$ cat src/hw/oag_defines.svh
// register offsets, decode codes and step constants for the address generator
`ifndef OAG_DEFINES_SVH
`define OAG_DEFINES_SVH
`define OAG_OFF_CMD 8'h00
`define OAG_OFF_EXT 8'h04
`define OAG_OFF_PAGE 8'h08
`define OAG_OFF_BASE 8'h0c
`define OAG_OFF_WAIT 8'h10
`define OAG_OFF_ADDR 8'h14
`define OAG_OFF_OPND 8'h18
`define OAG_OFF_STAT 8'h1c
`define OAG_OFF_GPR 8'h20
`define OAG_OFF_GPR_END 8'h3c
`define OAG_M_DIRECT 4'ha
`define OAG_M_INDIR 4'hd
`define OAG_M_PREDEC 4'hb
`define OAG_M_POSTINC 4'hc
`define OAG_M_DISP8 4'he
`define OAG_M_DISP16 4'hf
`define OAG_M_ABS8 4'h0
`define OAG_M_ABS16 4'h1
`define OAG_ABS_LOW 3'h5
`define OAG_IMM8 8'h04
`define OAG_IMM16 8'h0c
`define OAG_SP_IDX 3'h7
`define OAG_STEP_BYTE 16'h0001
`define OAG_STEP_WORD 16'h0002
`define OAG_STATES_FAST 4'h2
`define OAG_STATES_SLOW 4'h3
`define OAG_ZERO_PAGE 8'h00
`define OAG_ZERO16 16'h0000
`define OAG_ZERO32 32'h00000000
`endif

$ cat src/hw/oag_pkg.sv
// types shared by the operand address generator files
package oag_pkg;
  typedef enum logic [1:0] {CL_ONCHIP, CL_EXT2, CL_PERIPH, CL_EXT3} oag_class_e;
  typedef enum logic [1:0] {ST_IDLE, ST_DECODE, ST_BUS} oag_state_e;
  typedef struct packed {
    logic [7:0] code_page_register;
    logic [7:0] stack_page_register;
    logic [7:0] extension_page_register;
    logic [7:0] data_page_register;
  } oag_pages_s;
  typedef struct packed {
    logic far_instr;
    logic pc_disp16;
    logic pc_relative;
    logic [7:0] ea_field;
  } oag_cmd_s;
  typedef struct packed {
    logic [3:0] states;
    oag_class_e bus_class;
    logic path16;
    logic word;
    logic is_mem;
    logic max_mode;
    logic invalid;
    logic addr_error;
    logic done;
    logic busy;
  } oag_status_s;
endpackage

$ cat src/hw/oag_page_select.sv
// picks the upper address byte for register based data addresses
`timescale 1ns/10ps
module oag_page_select
  import oag_pkg::*;
(
  input wire logic [2:0] reg_sel, // selected general register
  input wire logic max_mode, // maximum mode active
  input wire oag_pkg::oag_pages_s pages, // page registers
  output logic [7:0] upper // address bits 23 to 16
);
  `include "oag_defines.svh"
  // pages apply only in maximum mode
  always_comb begin
    if (!max_mode) begin
      upper = `OAG_ZERO_PAGE;
    end else if (reg_sel[2:1] == 2'h3) begin
      upper = pages.stack_page_register;
    end else if (reg_sel[2:1] == 2'h2) begin
      upper = pages.extension_page_register;
    end else begin
      upper = pages.data_page_register;
    end
  end
endmodule

$ cat src/hw/oag_bus_timer.sv
// counts the states of one bus cycle by access class
`timescale 1ns/10ps
module oag_bus_timer
  import oag_pkg::*;
#(
  parameter int WAIT_W = 2
) (
  input wire logic pclk, // system clock, one state per cycle
  input wire logic presetn, // async reset, active low
  input wire logic start, // begin a bus cycle
  input wire oag_pkg::oag_class_e bus_class, // access target class
  input wire logic [WAIT_W-1:0] waits, // inserted waits, slow region only
  output logic busy, // cycle in progress
  output logic done, // last state of the cycle
  output logic [3:0] states // total states of the cycle started last
);
  `include "oag_defines.svh"
  logic [3:0] cnt_reg, cnt_next;
  logic busy_reg, busy_next;
  logic [3:0] states_reg, states_next;
  logic [3:0] total;
  // state count by target; only the slow external region can wait
  always_comb begin
    total = `OAG_STATES_FAST;
    if (bus_class == CL_PERIPH) begin
      total = `OAG_STATES_SLOW;
    end else if (bus_class == CL_EXT3) begin
      total = `OAG_STATES_SLOW + 4'(waits);
    end
  end
  // load on start, count down, end on zero
  always_comb begin
    cnt_next = cnt_reg;
    busy_next = busy_reg;
    states_next = states_reg;
    if (start && !busy_reg) begin
      cnt_next = total - 4'h1;
      busy_next = 1'b1;
      states_next = total;
    end else if (busy_reg) begin
      if (cnt_reg == 4'h0) begin
        busy_next = 1'b0;
      end else begin
        cnt_next = cnt_reg - 4'h1;
      end
    end
  end
  always_ff @(posedge pclk or negedge presetn) begin
    if (!presetn) begin
      cnt_reg <= 4'h0;
      busy_reg <= 1'b0;
      states_reg <= 4'h0;
    end else begin
      cnt_reg <= cnt_next;
      busy_reg <= busy_next;
      states_reg <= states_next;
    end
  end
  assign busy = busy_reg;
  assign done = busy_reg && (cnt_reg == 4'h0);
  assign states = states_reg;
endmodule

$ cat src/hw/oag_top.sv
// operand address generator with its apb register file
//
// The APB slave port and the address map were chosen for this implementation.
`timescale 1ns/10ps
// Behaviour
// - register fields: four mode bits, size bit, three register bits
// - register select code maps straight to register number zero to seven
// - pc relative mode comes from the opcode, one or two byte displacement
// - short absolute: zero, base register, extension byte
// - auto step is one for byte and two for word operands
// - stack pointer always steps by two
// - minimum mode drops page registers from address forming
// - branch target is code page above pc plus sign extended displacement
// - minimum mode confines addresses to 64 kbytes
// - minimum mode rejects the four far branch, call and return forms
// - maximum mode applies the page registers
// - maximum mode far branches and vectoring change the code page; there is no vectoring here, far branches and page register writes load it
// - one clock is one state; bus cycles last two or three states, plus any inserted waits in the slow region
// - on-chip memory: two states, 16-bit path
// - fast external region: 16-bit, two states, never waits
// - peripherals: three states, 8-bit path except timer words
// - slow external region may take inserted wait states
// - decrement before use; increment after use
// - displacement mode adds 8 or 16 bit displacement to the register
// - word or stack access at odd address is an address error
module oag_top
  import oag_pkg::*;
#(
  parameter logic [2:0] MIN_MODE_SEL = 3'h1,
  parameter logic [15:0] ONCHIP_LO = 16'h0000,
  parameter logic [15:0] ONCHIP_HI = 16'h7fff,
  parameter logic [15:0] PERIPH_LO = 16'hfe80,
  parameter logic [15:0] PERIPH_HI = 16'hffff,
  parameter logic [15:0] TIMER16_LO = 16'hfe80,
  parameter logic [15:0] TIMER16_HI = 16'hfebf,
  parameter logic [15:0] EXT2_LO = 16'h8000,
  parameter logic [15:0] EXT2_HI = 16'hbfff,
  parameter int WAIT_W = 2
) (
  input wire logic pclk, // system clock
  input wire logic presetn, // async reset, active low
  input wire logic psel, // apb select
  input wire logic penable, // apb access phase
  input wire logic pwrite, // apb direction
  input wire logic [7:0] paddr, // apb byte address
  input wire logic [31:0] pwdata, // apb write data
  output logic [31:0] prdata, // apb read data
  output logic pready, // apb ready
  output logic pslverr, // apb error on unmapped address
  input wire logic [2:0] mode_select_pins, // operating mode straps
  output logic [23:0] effective_address, // last formed address
  output logic bus_busy, // bus cycle running
  output logic bus_done, // last state of bus cycle
  output logic addr_error // odd word access seen
);
  import oag_pkg::*;
  `include "oag_defines.svh"

  oag_state_e st_reg, st_next;
  oag_cmd_s cmd_reg, cmd_next;
  logic [15:0] ext_reg, ext_next;
  oag_pages_s pages_reg, pages_next;
  logic [7:0] base_reg, base_next;
  logic [15:0] pc_reg, pc_next;
  logic [WAIT_W-1:0] wait_reg, wait_next;
  logic [15:0] gpr_reg [8];
  logic [15:0] gpr_next [8];
  logic [23:0] addr_reg, addr_next;
  logic [15:0] opnd_reg, opnd_next;
  oag_status_s stat_reg, stat_next;
  logic max_mode_reg, max_mode_next;
  logic strap_done_reg, strap_done_next;
  logic [31:0] prdata_reg, prdata_next;
  logic wr_acc, setup, hit;
  logic [31:0] rdata;
  logic [2:0] rsel;
  logic [3:0] mode;
  logic [15:0] cur, step, wb_val, disp8x;
  logic [7:0] reg_page;
  logic wb_en, is_mem, word, bad, far_ok, start;
  logic [23:0] ea;
  logic [15:0] opnd;
  oag_class_e cls;
  logic t_busy, t_done;
  logic [3:0] t_states;

  assign setup = psel && !penable;
  assign wr_acc = psel && penable && pwrite;
  assign pready = 1'b1;
  assign pslverr = psel && penable && !hit;
  assign prdata = prdata_reg;

  // read mux and address decode
  always_comb begin
    hit = 1'b1;
    rdata = `OAG_ZERO32;
    if (paddr == `OAG_OFF_CMD) begin
      rdata = 32'(cmd_reg);
    end else if (paddr == `OAG_OFF_EXT) begin
      rdata = {16'h0000, ext_reg};
    end else if (paddr == `OAG_OFF_PAGE) begin
      rdata = pages_reg;
    end else if (paddr == `OAG_OFF_BASE) begin
      rdata = {pc_reg, 8'h00, base_reg};
    end else if (paddr == `OAG_OFF_WAIT) begin
      rdata = 32'(wait_reg);
    end else if (paddr == `OAG_OFF_ADDR) begin
      rdata = {8'h00, addr_reg};
    end else if (paddr == `OAG_OFF_OPND) begin
      rdata = {16'h0000, opnd_reg};
    end else if (paddr == `OAG_OFF_STAT) begin
      rdata = 32'(stat_reg);
    end else if (paddr >= `OAG_OFF_GPR && paddr <= `OAG_OFF_GPR_END &&
                 paddr[1:0] == 2'h0) begin
      rdata = {16'h0000, gpr_reg[paddr[4:2]]};
    end else begin
      hit = 1'b0;
    end
  end

  // field split of the effective address byte
  assign mode = cmd_reg.ea_field[7:4];
  assign rsel = cmd_reg.ea_field[2:0];
  assign cur = gpr_reg[rsel];
  assign disp8x = {{8{ext_reg[7]}}, ext_reg[7:0]};

  oag_page_select u_page (
    .reg_sel(rsel),
    .max_mode(max_mode_reg),
    .pages(pages_reg),
    .upper(reg_page)
  );

  // address and operand forming for all eight modes
  always_comb begin
    ea = addr_reg;
    opnd = `OAG_ZERO16;
    is_mem = 1'b0;
    bad = 1'b0;
    wb_en = 1'b0;
    wb_val = cur;
    word = cmd_reg.ea_field[3];
    // stack pointer steps are always word sized
    step = word ? `OAG_STEP_WORD : `OAG_STEP_BYTE;
    if (rsel == `OAG_SP_IDX) begin
      step = `OAG_STEP_WORD;
    end
    if (cmd_reg.pc_relative) begin
      // mode comes from the opcode, no field decode here
      word = 1'b0;
      ea[15:0] = pc_reg + (cmd_reg.pc_disp16 ? ext_reg : disp8x);
      ea[23:16] = max_mode_reg ? pages_reg.code_page_register
                               : `OAG_ZERO_PAGE;
    end else if (cmd_reg.ea_field == `OAG_IMM8) begin
      opnd = {8'h00, ext_reg[7:0]};
      word = 1'b0;
    end else if (cmd_reg.ea_field == `OAG_IMM16) begin
      opnd = ext_reg;
      word = 1'b1;
    end else if (mode == `OAG_M_ABS8 && rsel == `OAG_ABS_LOW) begin
      ea = {`OAG_ZERO_PAGE, base_reg, ext_reg[7:0]};
      is_mem = 1'b1;
    end else if (mode == `OAG_M_ABS16 && rsel == `OAG_ABS_LOW) begin
      ea = {max_mode_reg ? pages_reg.data_page_register
                         : `OAG_ZERO_PAGE, ext_reg};
      is_mem = 1'b1;
    end else if (mode == `OAG_M_DIRECT) begin
      opnd = word ? cur : {8'h00, cur[7:0]};
    end else if (mode == `OAG_M_INDIR) begin
      ea = {reg_page, cur};
      is_mem = 1'b1;
    end else if (mode == `OAG_M_PREDEC) begin
      wb_val = cur - step;
      ea = {reg_page, wb_val};
      wb_en = 1'b1;
      is_mem = 1'b1;
    end else if (mode == `OAG_M_POSTINC) begin
      ea = {reg_page, cur};
      wb_val = cur + step;
      wb_en = 1'b1;
      is_mem = 1'b1;
    end else if (mode == `OAG_M_DISP8) begin
      ea = {reg_page, cur + disp8x};
      is_mem = 1'b1;
    end else if (mode == `OAG_M_DISP16) begin
      ea = {reg_page, cur + ext_reg};
      is_mem = 1'b1;
    end else begin
      bad = 1'b1;
    end
    if ((mode == `OAG_M_PREDEC || mode == `OAG_M_POSTINC) &&
        rsel == `OAG_SP_IDX && !cmd_reg.pc_relative) begin
      word = 1'b1;
    end
  end

  // far forms are only legal when pages exist
  assign far_ok = !cmd_reg.far_instr || max_mode_reg;

  // target class from the in-page address
  always_comb begin
    cls = CL_EXT3;
    if (ea[15:0] >= PERIPH_LO && ea[15:0] <= PERIPH_HI) begin
      cls = CL_PERIPH;
    end else if (ea[15:0] >= ONCHIP_LO && ea[15:0] <= ONCHIP_HI) begin
      cls = CL_ONCHIP;
    end else if (ea[15:0] >= EXT2_LO && ea[15:0] <= EXT2_HI) begin
      cls = CL_EXT2;
    end
  end

  // odd word accesses never reach the bus
  assign start = (st_reg == ST_DECODE) && is_mem && far_ok && !bad &&
                 !(word && ea[0]);

  oag_bus_timer #(.WAIT_W(WAIT_W)) u_timer (
    .pclk(pclk),
    .presetn(presetn),
    .start(start),
    .bus_class(cls),
    .waits(cls == CL_EXT3 ? wait_reg : '0),
    .busy(t_busy),
    .done(t_done),
    .states(t_states)
  );

  // control, register file and sequencing
  always_comb begin
    st_next = st_reg;
    cmd_next = cmd_reg;
    ext_next = ext_reg;
    pages_next = pages_reg;
    base_next = base_reg;
    pc_next = pc_reg;
    wait_next = wait_reg;
    gpr_next = gpr_reg;
    addr_next = addr_reg;
    opnd_next = opnd_reg;
    stat_next = stat_reg;
    prdata_next = setup ? rdata : prdata_reg;
    // mode pins are caught once, the first cycle after reset release
    max_mode_next = max_mode_reg;
    strap_done_next = 1'b1;
    if (!strap_done_reg) begin
      max_mode_next = (mode_select_pins != MIN_MODE_SEL);
    end
    stat_next.max_mode = max_mode_reg;
    stat_next.states = t_states;
    // pages change only by software writes or far branches
    if (wr_acc && paddr == `OAG_OFF_PAGE) begin
      pages_next = pwdata;
    end
    if (wr_acc && paddr == `OAG_OFF_EXT) begin
      ext_next = pwdata[15:0];
    end
    if (wr_acc && paddr == `OAG_OFF_BASE) begin
      base_next = pwdata[7:0];
      pc_next = pwdata[31:16];
    end
    if (wr_acc && paddr == `OAG_OFF_WAIT) begin
      wait_next = pwdata[WAIT_W-1:0];
    end
    if (wr_acc && paddr >= `OAG_OFF_GPR && paddr <= `OAG_OFF_GPR_END &&
        paddr[1:0] == 2'h0) begin
      gpr_next[paddr[4:2]] = pwdata[15:0];
    end
    case (st_reg)
      ST_IDLE: begin
        // commands while busy are dropped
        if (wr_acc && paddr == `OAG_OFF_CMD) begin
          cmd_next = pwdata[10:0];
          st_next = ST_DECODE;
          stat_next.busy = 1'b1;
          stat_next.done = 1'b0;
        end
      end
      ST_DECODE: begin
        addr_next = ea;
        opnd_next = opnd;
        stat_next.is_mem = is_mem;
        stat_next.word = word;
        stat_next.bus_class = cls;
        stat_next.path16 = (cls != CL_PERIPH) ||
          (ea[15:0] >= TIMER16_LO && ea[15:0] <= TIMER16_HI);
        stat_next.invalid = bad || !far_ok;
        stat_next.addr_error = is_mem && word && ea[0];
        if (cmd_reg.far_instr && max_mode_reg) begin
          pages_next.code_page_register = ext_reg[7:0];
        end
        if (wb_en && !(word && ea[0])) begin
          gpr_next[rsel] = wb_val;
        end
        if (start) begin
          st_next = ST_BUS;
        end else begin
          st_next = ST_IDLE;
          stat_next.busy = 1'b0;
          stat_next.done = 1'b1;
        end
      end
      ST_BUS: begin
        if (t_done) begin
          st_next = ST_IDLE;
          stat_next.busy = 1'b0;
          stat_next.done = 1'b1;
        end
      end
      default: st_next = ST_IDLE;
    endcase
  end

  always_ff @(posedge pclk or negedge presetn) begin
    if (!presetn) begin
      st_reg <= ST_IDLE;
      cmd_reg <= '0;
      ext_reg <= `OAG_ZERO16;
      pages_reg <= '0;
      base_reg <= `OAG_ZERO_PAGE;
      pc_reg <= `OAG_ZERO16;
      wait_reg <= '0;
      for (int i = 0; i < 8; i++) begin
        gpr_reg[i] <= `OAG_ZERO16;
      end
      addr_reg <= 24'h000000;
      opnd_reg <= `OAG_ZERO16;
      stat_reg <= '0;
      max_mode_reg <= 1'b0;
      strap_done_reg <= 1'b0;
      prdata_reg <= `OAG_ZERO32;
    end else begin
      st_reg <= st_next;
      cmd_reg <= cmd_next;
      ext_reg <= ext_next;
      pages_reg <= pages_next;
      base_reg <= base_next;
      pc_reg <= pc_next;
      wait_reg <= wait_next;
      gpr_reg <= gpr_next;
      addr_reg <= addr_next;
      opnd_reg <= opnd_next;
      stat_reg <= stat_next;
      max_mode_reg <= max_mode_next;
      strap_done_reg <= strap_done_next;
      prdata_reg <= prdata_next;
    end
  end

  assign effective_address = addr_reg;
  assign bus_busy = t_busy;
  assign bus_done = t_done;
  assign addr_error = stat_reg.addr_error;
endmodule

$ cat config.mk
export PLATFORM = sky130hd
export DESIGN_NAME = oag_top
export DESIGN_NICKNAME = d
export VERILOG_FILES = /design/src/hw/oag_pkg.sv /design/src/hw/oag_page_select.sv /design/src/hw/oag_bus_timer.sv /design/src/hw/oag_top.sv
export VERILOG_INCLUDE_DIRS = /design/src /design/src/hw
export SDC_FILE = /design/constraint.sdc
export NUM_CORES = 1
export LEC_CHECK = 0
export BUFFER_PORTS_ARGS = -buffer_cell sky130_fd_sc_hd__buf_2
export CAP_MARGIN = 20
export CORE_UTILIZATION = 40
export DETAILED_ROUTE_END_ITERATION = 8
export PLACE_DENSITY = 0.64
export SYNTH_ARGS = -nofsm -noshare
export SYNTH_HDL_FRONTEND = slang
export SYNTH_HIERARCHICAL = 1
export SYNTH_SLANG_ARGS = --single-unit
$ cat constraint.sdc
create_clock -name pclk -period 7.1 [get_ports pclk]
set_input_delay 0.71 -clock pclk [delete_from_list [all_inputs] [get_ports pclk]]
set_output_delay 0.71 -clock pclk [all_outputs]
set_load 0.05 [all_outputs]
### After elaboration in Yosys (flattened, before gate mapping)

Index checks and enable logic that the tools add are counted.

* bits in registers: 312
* input bits: 48
* output and inout port bits: 61
* logic and storage cells: 281

* add/subtract/negate cells: 8
* order comparisons: 13
* equality and inequality tests: 33
* mux-type cells: 125
* bitwise logic cells: 2
* reduce and logical (&&, ||, !) cells: 60

Operator list (count)
* two-way mux 16 bit: 26
* two-way mux 128 bit: 3
* two-way mux 24 bit: 13
* bitwise mux 128 bit: 2
* two-way mux 32 bit: 5
* binary-select mux 16 bit (select 3 bit): 2
* demux 16 bit (select 3 bit): 2
* adder 16 bit: 4
* two-way mux 8 bit: 7
* <= comparator 16 bit (second input constant): 3
* two-way mux 1 bit: 47
* logical AND 1 bit: 35
* == test 8 x 5 -> 1 bit (second input constant): 4
* >= comparator 16 bit (second input constant): 2
* == test 4 bit (second input constant): 6
* == test 8 x 4 -> 1 bit (second input constant): 3
* two-way mux 2 bit: 11
* two-way mux 4 bit: 5
* == test 8 x 3 -> 1 bit (second input constant): 2
* >= comparator 16 x 1 -> 1 bit (second input constant): 1
* <= comparator 16 x 15 -> 1 bit (second input constant): 1
* subtractor 16 bit: 1
* != test 2 bit (second input constant): 6
* case mux 2 bit (3 select lines): 2
* 25 further kinds: 48

### Longest topological paths before layout

* depth in word-level cells: 28
* gate-level depth with buffers: 26
* gate-level depth less buffers: 23

### Modules after synthesis

Netlist, hierarchy kept.

By module, submodules not included
* oag_top: instances 1, cells an instance 2087, area each 19892.8 um2, sequential area each 7582.3 um2
* oag_bus_timer: instances 1, cells an instance 51, area each 508.0 um2, sequential area each 200.2 um2
* oag_page_select: instances 1, cells an instance 26, area each 186.4 um2, sequential area each 0.0 um2

### Worst setup path after synthesis

OpenSTA, ideal clock, no wires.

* path kind: register to register
* start point: register cmd_reg[0] (netlist bit)
* end point: register u_timer.cnt_reg[2]
* setup time: 65 ps
* arrival time: 6213 ps
* data required time: 7035 ps
* path slack: 822 ps
* stages on the path, launching flop included: 27
* buffers on the path: 4
* clock period less this slack: 6278 ps
* cells stage by stage: dfrtp_1 buf_2 buf_2 clkbuf_1 clkbuf_1 mux4_2 mux2i_1 inv_1 fa_1 a21o_1 a41oi_1 nand2_1 a311o_1 a221oi_1 nor3_1 a2111oi_0 nand2_1 and4bb_1 and3b_1 inv_1 ha_1 nand3_1 mux2i_1 ha_1 xnor2_1 a211o_2 nand2_1

* longest elaborated chain between the ends: 28
* elaborated cells between the ends (all ways): 72
* classes of those cells: add/sub (5); order compare (6); eq/ne (7); mux (36); bitwise (1); reduce/logical (17)

RTL lines
* start, declared: line oag_top.sv:60 `oag_cmd_s cmd_reg, cmd_next;`
* start signal, assigned: line oag_top.sv:332 `cmd_reg <= cmd_next;`
* NOT 3 -> 4 bit (implied by the code): line oag_top.sv:124 `assign cur = gpr_reg[rsel];`
* binary-select mux 16 bit (select 3 bit): line oag_top.sv:124
* two-way mux 16 bit (implied by the code) (2 in a row): line oag_top.sv:124
* adder 16 bit: line oag_top.sv:186 `ea = {reg_page, cur + ext_reg};`
* two-way mux 24 bit: line oag_top.sv:185 `` end else if (mode == `OAG_M_DISP16) begin ``
* two-way mux 24 bit: line oag_top.sv:182 `` end else if (mode == `OAG_M_DISP8) begin ``
* two-way mux 24 bit: line oag_top.sv:177 `` end else if (mode == `OAG_M_POSTINC) begin ``
* two-way mux 24 bit: line oag_top.sv:172 `` end else if (mode == `OAG_M_PREDEC) begin ``
* [... 11 more ...]
* two-way mux 2 bit: line oag_top.sv:203 `if (ea[15:0] >= PERIPH_LO && ea[15:0] <= PERIPH_HI) begin`
* == test 2 bit: line oag_bus_timer.sv:27, oag_top.sv:221
* two-way mux 2 bit: line oag_top.sv:221 `.waits(cls == CL_EXT3 ? wait_reg : '0),`
* adder 2 x 2 -> 3 bit (no line)
* two-way mux 4 bit: line oag_bus_timer.sv:27 `end else if (bus_class == CL_EXT3) begin`
* two-way mux 4 bit: line oag_bus_timer.sv:25 `if (bus_class == CL_PERIPH) begin`
* subtractor 4 x 1 -> 4 bit: line oag_bus_timer.sv:37 `cnt_next = total - 4'h1;`
* two-way mux 4 bit: line oag_bus_timer.sv:36 `if (start && !busy_reg) begin`
* end signal, assigned: line oag_bus_timer.sv:54 `cnt_reg <= cnt_next;`
* end, declared: line oag_bus_timer.sv:18 `logic [3:0] cnt_reg, cnt_next;`

Parallel ways exist; a longest one is shown, timed or not. The select of a mux whose other input is x is not followed.
A chain may end at the register's enable or synchronous reset.

### Worst setup path in the final report

Same ends and word-level chain as after synthesis.

==> metrics.txt <==
register area share after synthesis between 30% and 40%; Setup Fix Bufs, Post-CTS 0; initial antenna violation count 2; final max-slew violation count 0; Cell variety after synth between 90 and 100; CTS Buffer Depth 3; largest net degree at the start of global routing about 120; CTS Hold Bufs 0; CP peak stage delay 0.72 ns; Starting DRT DRC Count between 2000 and 2500; final hold violation count 0; Nets about 2300; complex-gate fraction of the synthesized area 21.4%; post-synthesis mux area share between 10% and 20%; Storage cell area 7780 µm²; CTS Sinks a little over 300; reg2reg setup slack 0.64 ns; met2 Use GR 45.8%; worst endpoint required time 7.59 ns; adder-cell area share of the yosys netlist between 3 and 4%; fillcell total roughly 4900; RSZ-0062 raised after global routing no; Worst Setup Start Kind flip-flop; critical-path cell list mux4_2 -> mux2i_1 -> inv_1 -> ha_1 -> fa_1 -> a21o_1 -> a41oi_1 -> nand2_1 -> a311o_1 -> a221oi_1 -> nor3_1 -> a2111oi_0 -> buf_4 -> nand2_1 -> and4bb_1 -> and3b_1 -> inv_1 -> ha_1 -> nand3_1 -> mux2i_1 -> ha_1 -> xnor2_1 -> a211o_2 -> nand2_1; clock root cell clkbuf_16; Die Wd 229 µm; Post-synth EDFFs 0; post-route cell area 23000 µm²; final WL 78000 µm; critical path capture point u_timer/cnt_reg[2]; max-cap check violation count 0; fraction of layout cells with a size suffix above 1 a little over a fifth; CTS Buf Count 35; worst-path cell with the longest stage delay dfrtp_1; most common cell after layout, fill and taps aside dfrtp_1; fin crit share between 90% and 100%; vias per cell ~6.4; vias in the first global route 18200; H-tree Lvls 2; FP Rows a little over 80; Buffers on Ports 107; Hold WS 0.139 ns; most frequent cells in the layout dfrtp_1, a21oi_1, nand2_1; Max FO, Critical Path 10; core area 50500 µm²; crit path kind flip-flop to flip-flop; syn_area_per_cell 9.51 µm²; met1 Usage GRT about two fifths; DR WL/cell ~27 µm; via count 18500; worst vdd ir 0.180 mV; Power Dens Cells approximately 180 nW/µm²; area delta synth->final 11.7%; simple-gate share of the synthesized area 14.6%; area of the multi-input gates 12000 µm²; global route overflow 0; FMAX between 150 and 200 MHz; Post-DRT Antenna Nets 0; Final Skew 0.0289 ns; I/O pin total ~110; met3 Usage GRT 6.51%; fraction of registers with async set/reset 100%; clock-pin slew on the worst setup and hold paths 0.06 ns; post-route minimum period between 6 and 7 ns; Antenna diodes 0; Worst-Margin Slew 1.17 ns; XOR/XNOR Fraction of Synth Area under 10%; fin cells roughly 2900; max reg flops 128; FF+latch count, synth 311; layer with the highest usage met2; Crit. Startpoint cmd_reg[0]; status finished clean; post-CTS sizing 0; DP HPWL 55100 µm; first-pass GRT wire length 118000 µm; top_reg_cell synth dfrtp_1; Post-Place Cells 2833; final setup TNS 0 ns; Remaining DRCs 0; Initial Util 40.8%; clk_lat worst skew ~0.56 ns; Data arrival, critical path ~7.0 ns; worst r2r path cells 24; main combinational cell family by area after synthesis compound AO/OA/AOI/OAI gates; worst flop-to-flop path endpoint u_timer/cnt_reg[2]; slew margin rel. between 20 and 25%; TritonCTS clock tree built; endpoints failing setup 0; placed cell area 21800 µm²; reg2reg start cmd_reg[0]; CP Capture Type flip-flop; Mapped Area 20600 µm²; First-pass DRT Iterations 6; Syn Inst Count between 2000 and 2500; yosys warns 6; die span in y 229 µm; GRT Util Overall roughly 29%; GPL Wtd Cong 1.01; full die area 52400 µm²; Worst Hold Class primary input to asynchronous set/reset pin; leak pwr approximately 10 nW
## layer usage
metal | share of wire [%] | wire length (µm)
met5 | 0 | 0
met4 | 5.2 | 4080
met3 | 9.5 | 7400
met2 | 45 | 34900
met1 | 41 | 31600
## critical path: cells and delay by family (launching register included)
family                   cells  cell delay (ns)
AO/OA/AOI/OAI                6             1.81
XOR/XNOR                     1             0.08
adder cells (fa/ha/maj)      4             1.20
buffers and inverters        3             0.40
flip-flops                   1             0.72
multiplexers                 3             1.07
AND/OR/NAND/NOR              7             1.09
## where the power goes
group / internal [mW] / total (mW) / switching, mW
registers: 1.82 / 1.90 / 0.0813
logic: 0.142 / 0.443 / 0.300
clock network: 1.10 / 1.89 / 0.797
## cells by family after synthesis
group | Yosys count
adder cells (fa/ha/maj) | 51
XOR/XNOR | 48
flip-flops | 311
buffers and inverters | 216
multiplexers | 251
AND/OR/NAND/NOR | 595
AO/OA/AOI/OAI | 690
other | 2
## final cells by class
| type | instances | area share, % |
|---|---|---|
| clock buffers | 53 | 4.67 |
| clock inverters | 11 | 0.555 |
| inverters | 45 | 0.734 |
| multi-input cells | 1638 | 52.1 |
| flip-flops and latches | 311 | 33.8 |
| well taps | 672 | 3.66 |
| repair buffers | 168 | 4.46 |
## synthesized netlist by cell type, types with 10 or more instances
library cell  number  area [µm²]
o221ai_1          10        87.6
mux2i_1           66         661
xnor2_1           26         228
o22ai_1           28         175
mux4_2            51        1150
a21oi_1          221        1110
buf_2             10        50.1
a21o_1            20         150
nand3_1           29         145
o21ai_0          120         601
and3_1            14        87.6
nor3_1            26         130
nand2b_1          20         125
nor2_1           122         458
a211oi_1         105         788
a31oi_1           14        87.6
a22oi_1           62         465
ha_1              47         588
dfrtp_1          311        7780
a2111oi_0         11        96.3
inv_1             42         158
mux2_2           128        1440
nand2_1          189         709
clkbuf_1         130         488
a22o_1            24         210
xor2_1            22         193
buf_1             19        71.3
nor2b_1          106         663
## metrics by stage
stage          setup WS [ns]  utilization (%)  power, mW
6_report               0.639             45.6       4.23
5_1_grt                0.145             45.6       4.35
4_1_cts                0.705             45.6       4.24
3_5_place_dp           0.753             43.2       2.36
3_3_place_gp           0.782             43.2       2.35
2_1_floorplan          0.822                -       2.16
## worst min path at each step
stage | from | end | slack [ns] | cells after the start
floorplan | u_timer/states[1] | stat_reg[11] | 0.35 | 0
global placement | u_timer/states[2] | stat_reg[12] | 0.36 | 0
detailed placement | u_timer/states[2] | stat_reg[12] | 0.37 | 0
CTS | presetn | prdata[27] | 0.16 | 1
global route | presetn | prdata[29] | 0.19 | 1
finish | presetn | prdata[27] | 0.14 | 1
(Power assumes the default switching activity.)
